## src/core/trailer_consts.svh

```systemverilog
// constants for the readout trailer builder
`ifndef TRAILER_CONSTS_SVH
`define TRAILER_CONSTS_SVH
// ----------------------------------------
// trailer layout
// ----------------------------------------
`define TRL_WORDS 7'h09
`define TRL_LAST_IDX 4'h8
`define WID_MID 2'b10
`define WID_LAST 2'b11
`define ERR_HI 19
`define ERR_LO 7
`define PHASE_W 5
// ----------------------------------------
// register offsets
// ----------------------------------------
`define OFF_ACT_A 12'h000
`define OFF_ACT_B 12'h004
`define OFF_DP1 12'h008
`define OFF_DP2 12'h00c
`define OFF_LOC 12'h010
`define OFF_CNT 12'h014
`define OFF_PAY 12'h018
`endif

```

## src/core/trailer_pkg.sv

```systemverilog
// types for the readout trailer builder
package trailer_pkg;
  typedef enum logic [0:0] {
    S_PAY = 1'b0,
    S_TRL = 1'b1
  } trl_state_e;

  typedef struct packed {
    logic valid;
    logic last;
    logic [31:0] data;
  } word_s;

  typedef struct packed {
    logic [19:0] err_a;
    logic [19:0] err_b;
    logic receive_ready_error;
    logic sparse_scan_length_error;
    logic [4:0] sparse_event_length_readout_error;
  } err_in_s;

  typedef struct packed {
    logic addr_stb;
    logic [11:0] addr;
    logic data_stb;
    logic trl_stb;
    logic [11:0] trl_chan;
    logic [9:0] trl_words;
  } chip_s;
endpackage : trailer_pkg

```

## src/core/readout_trailer_builder.sv

```systemverilog
// event payload pass-through with nine-word trailer
`timescale 1ns/10ps
`include "trailer_consts.svh"
module readout_trailer_builder #(
  parameter logic [9:0] FW_VERSION = 10'h015, // arbitrary value
  parameter int TRL_LEN = 9
) (
  // clock and reset
  input wire logic pclk,
  input wire logic presetn,
  // apb slave
  input wire logic psel,
  input wire logic penable,
  input wire logic pwrite,
  input wire logic [11:0] paddr,
  input wire logic [31:0] pwdata,
  output logic [31:0] prdata,
  output logic pready,
  output logic pslverr,
  // payload in
  input wire trailer_pkg::word_s pay_in,
  output logic pay_ready,
  // to link interface unit
  output trailer_pkg::word_s link_out,
  // error and chip trailer events
  input wire trailer_pkg::err_in_s err_in,
  input wire trailer_pkg::chip_s chip
);
  import trailer_pkg::*;

  initial begin
    if (TRL_LEN != 9) begin
      $error("trailer length must be nine");
    end
  end

  // ----------------------------------------
  // state
  // ----------------------------------------
  typedef struct packed {
    trl_state_e st;
    logic [3:0] idx;
    logic [25:0] pay_cnt;
    logic [11:0] ch_err;
    logic [12:0] bl_err;
    logic [9:0] stb_cnt;
    logic [11:0] last_ch;
    logic [25:0] act_a;
    logic [25:0] act_b;
    logic [25:0] dp1;
    logic [25:0] dp2;
    logic [8:0] loc;
    logic pready;
    logic pslverr;
    logic [31:0] prdata;
    word_s out;
    logic pay_rdy;
  } state_s;

  state_s cur_ff;
  state_s nxt_cur;

  // ----------------------------------------
  // trailer value select
  // ----------------------------------------
  function automatic logic [25:0] trl_value(
    input state_s s,
    input err_in_s e
  );
    logic [25:0] v;
    v = 26'h0;
    case (s.idx)
      4'h0: begin
        v = s.pay_cnt;
      end
      4'h1: begin
        // bits 19..7 carry fault flags
        v = {e.err_a[`ERR_HI:`ERR_LO],
             e.err_b[`ERR_HI:`ERR_LO]};
      end
      4'h2: begin
        v = {17'h0,
             s.bl_err != 13'h0,
             s.ch_err != 12'h0,
             e.receive_ready_error,
             e.sparse_scan_length_error,
             e.sparse_event_length_readout_error};
      end
      4'h3: begin
        v = {1'b0, s.bl_err, s.ch_err};
      end
      4'h4: begin
        v = s.act_a;
      end
      4'h5: begin
        v = s.act_b;
      end
      4'h6: begin
        v = s.dp1;
      end
      4'h7: begin
        // low bits hold sampling phase
        v = s.dp2;
      end
      4'h8: begin
        // side, sector, partition in loc
        v = {FW_VERSION, s.loc, `TRL_WORDS};
      end
      default: begin
        v = 26'h0;
      end
    endcase
    return v;
  endfunction : trl_value

  // ----------------------------------------
  // next state
  // ----------------------------------------
  always_comb begin
    logic acc;
    logic [1:0] wid;
    acc = 1'b0;
    wid = `WID_MID;
    nxt_cur = cur_ff;
    nxt_cur.out.valid = 1'b0;
    nxt_cur.out.last = 1'b0;

    // apb: one wait state, commit when pready seen
    acc = psel && penable;
    if (acc && cur_ff.pready) begin
      nxt_cur.pready = 1'b0;
      nxt_cur.pslverr = 1'b0;
      if (pwrite) begin
        case (paddr)
          `OFF_ACT_A: begin
            nxt_cur.act_a = pwdata[25:0];
          end
          `OFF_ACT_B: begin
            nxt_cur.act_b = pwdata[25:0];
          end
          `OFF_DP1: begin
            nxt_cur.dp1 = pwdata[25:0];
          end
          `OFF_DP2: begin
            nxt_cur.dp2 = pwdata[25:0];
          end
          `OFF_LOC: begin
            nxt_cur.loc = pwdata[8:0];
          end
          default: begin
          end
        endcase
      end
    end else if (acc) begin
      nxt_cur.pready = 1'b1;
      nxt_cur.pslverr = 1'b0;
      nxt_cur.prdata = 32'h0;
      case (paddr)
        `OFF_ACT_A: begin
          nxt_cur.prdata = {6'h0, cur_ff.act_a};
        end
        `OFF_ACT_B: begin
          nxt_cur.prdata = {6'h0, cur_ff.act_b};
        end
        `OFF_DP1: begin
          nxt_cur.prdata = {6'h0, cur_ff.dp1};
        end
        `OFF_DP2: begin
          nxt_cur.prdata = {6'h0, cur_ff.dp2};
        end
        `OFF_LOC: begin
          nxt_cur.prdata = {23'h0, cur_ff.loc};
        end
        `OFF_CNT: begin
          nxt_cur.prdata = {7'h0, cur_ff.bl_err,
                            cur_ff.ch_err};
        end
        `OFF_PAY: begin
          nxt_cur.prdata = {6'h0, cur_ff.pay_cnt};
        end
        default: begin
          nxt_cur.pslverr = 1'b1;
        end
      endcase
    end else begin
      nxt_cur.pready = 1'b0;
      nxt_cur.pslverr = 1'b0;
    end

    // chip trailer checks
    if (chip.addr_stb) begin
      nxt_cur.last_ch = chip.addr;
      nxt_cur.stb_cnt = 10'h0;
    end else if (chip.data_stb) begin
      nxt_cur.stb_cnt = cur_ff.stb_cnt + 10'h1;
    end
    if (chip.trl_stb) begin
      if (chip.trl_chan != cur_ff.last_ch) begin
        nxt_cur.ch_err = cur_ff.ch_err + 12'h1;
      end
      if (chip.trl_words != cur_ff.stb_cnt) begin
        nxt_cur.bl_err = cur_ff.bl_err + 13'h1;
      end
    end

    // ----------------------------------------
    // stream
    // ----------------------------------------
    case (cur_ff.st)
      S_PAY: begin
        if (pay_in.valid && cur_ff.pay_rdy) begin
          nxt_cur.out.valid = 1'b1;
          nxt_cur.out.data = pay_in.data;
          nxt_cur.pay_cnt = cur_ff.pay_cnt + 26'h1;
          if (pay_in.last) begin
            nxt_cur.st = S_TRL;
            nxt_cur.idx = 4'h0;
            nxt_cur.pay_rdy = 1'b0;
          end
        end
      end
      S_TRL: begin
        if (cur_ff.idx == `TRL_LAST_IDX) begin
          wid = `WID_LAST;
        end else begin
          wid = `WID_MID;
        end
        nxt_cur.out.valid = 1'b1;
        // identifier, code, value
        nxt_cur.out.data = {wid, cur_ff.idx,
                            trl_value(cur_ff, err_in)};
        nxt_cur.idx = cur_ff.idx + 4'h1;
        if (cur_ff.idx == `TRL_LAST_IDX) begin
          nxt_cur.out.last = 1'b1;
          nxt_cur.st = S_PAY;
          nxt_cur.pay_rdy = 1'b1;
          nxt_cur.pay_cnt = 26'h0;
          nxt_cur.ch_err = 12'h0;
          nxt_cur.bl_err = 13'h0;
        end
      end
      default: begin
        nxt_cur.st = S_PAY;
        nxt_cur.pay_rdy = 1'b1;
      end
    endcase
  end

  // ----------------------------------------
  // registers
  // ----------------------------------------
  always_ff @(posedge pclk or negedge presetn) begin
    if (!presetn) begin
      cur_ff <= '0;
      cur_ff.pay_rdy <= 1'b1;
    end else begin
      cur_ff <= nxt_cur;
    end
  end

  // ----------------------------------------
  // outputs
  // ----------------------------------------
  assign prdata = cur_ff.prdata;
  assign pready = cur_ff.pready;
  assign pslverr = cur_ff.pslverr;
  assign pay_ready = cur_ff.pay_rdy;
  assign link_out = cur_ff.out;

endmodule : readout_trailer_builder

```

## config.mk

```make
export PLATFORM = sky130hd
export DESIGN_NAME = readout_trailer_builder
export DESIGN_NICKNAME = d
export VERILOG_FILES = /design/src/core/trailer_pkg.sv /design/src/core/readout_trailer_builder.sv
export VERILOG_INCLUDE_DIRS = /design/src /design/src/core
export SDC_FILE = /design/constraint.sdc
export NUM_CORES = 1
export LEC_CHECK = 0
export BUFFER_PORTS_ARGS = -buffer_cell sky130_fd_sc_hd__clkbuf_2
export CORE_AREA = 2 2 225 116
export CTS_CLUSTER_SIZE = 40
export DETAILED_ROUTE_END_ITERATION = 8
export DIE_AREA = 0 0 227 118
export PLACE_DENSITY = 0.8
export SETUP_SLACK_MARGIN = 0.15
export SLEW_MARGIN = 20
export SYNTH_ARGS = -nofsm -noshare
export SYNTH_HDL_FRONTEND = slang
export SYNTH_SLANG_ARGS = --single-unit
```

## constraint.sdc

```tcl
create_clock -name pclk -period 2.66 [get_ports pclk]
set_input_delay 0.532 -clock pclk [delete_from_list [all_inputs] [get_ports pclk]]
set_output_delay 0.532 -clock pclk [all_outputs]
set_load 0.02 [all_outputs]
```

==> flow_metrics.py <==
metrics = {
    "run_status": {
        "status": "completed",
    },
    "critical_path": {
        "slowest_delay_ns": 0.44,
        "crit_arrival_ns": 2.93,
        "path_cells": "inv_1 > ha_2 > and3b_1 > buf_12 > buf_4 > a22oi_1 > a31oi_1 > o22a_1",
        "slowest_stage": "dfrtp_1",
        "worstPathMaxFanout": 12,
        "critPathKind": "reg -> reg",
        "worstSetupStartpointType": "register",
        "r2r_setup_slack_ns": 0.20,
        "required_ns": 3.13,
        "worst_setup_path_end_kind": "register",
    },
    "synthesis": {
        "syn-cell-area_um2": 14000,
        "synth_seq_area_share_pct": 45.3,
        "ys_async_sr_fraction_pct": 100,
        "synth-edff-count": 0,
        "ys_warn_count": 0,
        "syn_avg_cell_area_um2": 10.6,
        "ys_seq_elements": 254,
        "synthCells": 1329,
        "ys.flop_type": "dfrtp_1",
        "synth_cell_types": 70,
    },
    "final_layout": {
        "final_common_cell": "dfrtp_1",
        "synthToLayoutAreaGrowth_pct": 15.9,
        "drive_above_1_share_pct": 33.4,
        "most-common-layout-cells": "253 x dfrtp_1, 208 x clkbuf_2, 140 x mux2_2",
        "fin_area_um2": 16300,
        "nNetsFinal": 1668,
    },
    "timing": {
        "slew_violations": 0,
        "fin_crit_ns": 2.46,
        "post-route-period-util_pct": 92.4,
        "worst_pin_slew_ns": 0.737,
        "hold_violations": 0,
        "setup_viol": 0,
        "max_freq_mhz": 407,
        "skew_ns": 0.00998,
        "rsz0062_at_grt": "no",
        "tns_ns": 0,
        "setup_slack_ns": 0.201,
        "relSlewSlack_pct": 50.4,
    },
    "global_routing": {
        "grt_max_degree": 61,
        "grtUsageTotal_pct": 34.2,
        "grt_overflow_total": 0,
        "grt_pass1_wl_mm": 69.5,
        "grt_pass1_vias": 11800,
        "antenna_found_initial": 2,
    },
    "clocking": {
        "cts_tree": "done",
        "insertion_delay_ns": 0.54,
        "post_cts_buffers": 0,
        "clock_sinks": 254,
        "cts_buffer_depth": 3,
        "cts_made_buffers": 24,
        "cts_root_buffer": "clkbuf_16",
        "cts.htree.levels": 1,
        "path_clk_slew_ns": 0.07,
    },
    "pwr": {
        "p_leak_nw": 7.69,
        "powerDensity_nw_per_um2": 522,
        "finalPower_mw": 8.49,
        "ir_drop_mv": 0.368,
    },
    "route": {
        "vias": 12300,
        "drc": 0,
        "first_pass_iters": 8,
        "wl_met1_mm": 18.8,
        "drt-total-wl_mm": 46.0,
        "maxUsedRoutingLayer": "met5",
        "avgViaCountPerCell": 6.66,
        "wl_met2_mm": 19.1,
        "dr_wl_met3_mm": 6.76,
        "drt-initial-drc-count": 1693,
        "avgRoutedWirePerCell_um": 24.8,
        "antenna_left": 0,
    },
    "placement": {
        "post_dp_cell_area_um2": 15500,
        "place_hpwl_mm": 33.2,
        "preCtsSetupSlack_ns": 0.0508,
        "io_buffers": 209,
        "gp_congestion": 0.980,
    },
    "floorplanning": {
        "core-area_um2": 24800,
        "start_util_pct": 56.5,
        "die_x_um": 227,
        "die-area_um2": 26800,
        "num_rows": 41,
        "die_y_um": 118,
        "io-pin-count": 236,
    },
    "hold_path": {
        "hold_class": "in -> reg",
    },
    "flow_run": {
        "drv_cap": 0,
    },
}
-- registers in the layout (all words and copies together) (netlist names) --
name	cells
cur_ff	191
pslverr	1
pready	1
pay_ready	1
prdata	26
link_out	34
-- power by group --
group / internal [mW] / switching, mW
combinational: 0.327 / 0.422
sequential: 3.99 / 0.264
clock: 1.98 / 1.51
total: 6.29 / 2.20
-- cell usage after synthesis (21+ instances only) --
library cell	number	share of area, %
nand3_1	50	1.8
a21oi_1	60	2.1
nor2_1	61	1.6
a221oi_1	31	1.9
xor2_1	21	1.3
mux2_2	140	11
buf_4	67	3.6
o21ai_0	72	2.6
a22oi_1	51	2.7
mux2i_1	33	2.4
nand2_1	93	2.5
dfrtp_1	253	45
clkbuf_1	58	1.6
-- cell type report --
| type | instances | area (um^2) |
|---|---|---|
| diodes | 2 | 5.00 |
| clock inverters | 7 | 62.6 |
| fillers | 1926 | 8560 |
| multi-input cells | 914 | 6800 |
| repair buffers | 281 | 1820 |
| well taps | 344 | 430 |
| inverters | 16 | 63.8 |
| flip-flops and latches | 254 | 6360 |
| clock buffers | 35 | 723 |
-- final timing paths --
path                                           end  cells after the start                    start
hold reg to reg             prdata[19]$_DFFE_PN0P_                      1   prdata[19]$_DFFE_PN0P_
setup / recovery           link_out[9]$_DFFE_PN0P_                      8  cur_ff[255]$_DFFE_PN0P_
setup reg to reg           link_out[9]$_DFFE_PN0P_                      8  cur_ff[255]$_DFFE_PN0P_
min in group asynchronous  cur_ff[146]$_DFFE_PN0P_                      2                  presetn
hold / removal             cur_ff[188]$_DFFE_PN0P_                      2                 chip[30]
max in group asynchronous    pay_ready$_DFFE_PN1P_                      3                  presetn
-- per-layer routing --
metal | vias up | GRT usage [%]
met2 | 832 | 48.2
li1 | 5247 | -
met1 | 6163 | 48.4
met4 | 2 | 8.33
met3 | 104 | 14.1
met5 | - | 3.42
-- cell families after synthesis --
| family | after synthesis | synth area share [%] |
|---|---|---|
| DFF | 254 | 45.3 |
| AOI/OAI and AO/OA | 340 | 16.6 |
| buffers and inverters | 166 | 6.57 |
| adders and majority gates | 10 | 0.891 |
| muxes | 196 | 16.1 |
| xor gates and xnor gates | 33 | 2.06 |
| and+or+nand+nor | 329 | 12.5 |
| other | 1 | 0.0267 |
-- stage by stage --
step,cells,hold slack (ns),util [%]
after floorplan,1334,0.236,-
after global placement,1808,0.461,62.3
after detailed placement,1808,0.468,62.3
after CTS,1851,0.222,65.5
after global routing,1852,0.231,65.5
final,1853,0.230,65.5
-- worst max-delay path, delay by kind of cell, from the launching register on --
kind | cells | cell delay (ns)
AOI/OAI and AO/OA | 3 | 0.73
and+or+nand+nor | 1 | 0.35
buffers and inverters | 3 | 0.50
adders and majority gates | 1 | 0.36
DFF | 1 | 0.44
-- what timing repair did --
item                       in CTS  in global routing
hold endpoints to repair       54                  0
resized for setup               0                  2
hold buffers                    1                  0
setup endpoints to repair       0                 22
Note: power is estimated with default switching activity, not from simulation.
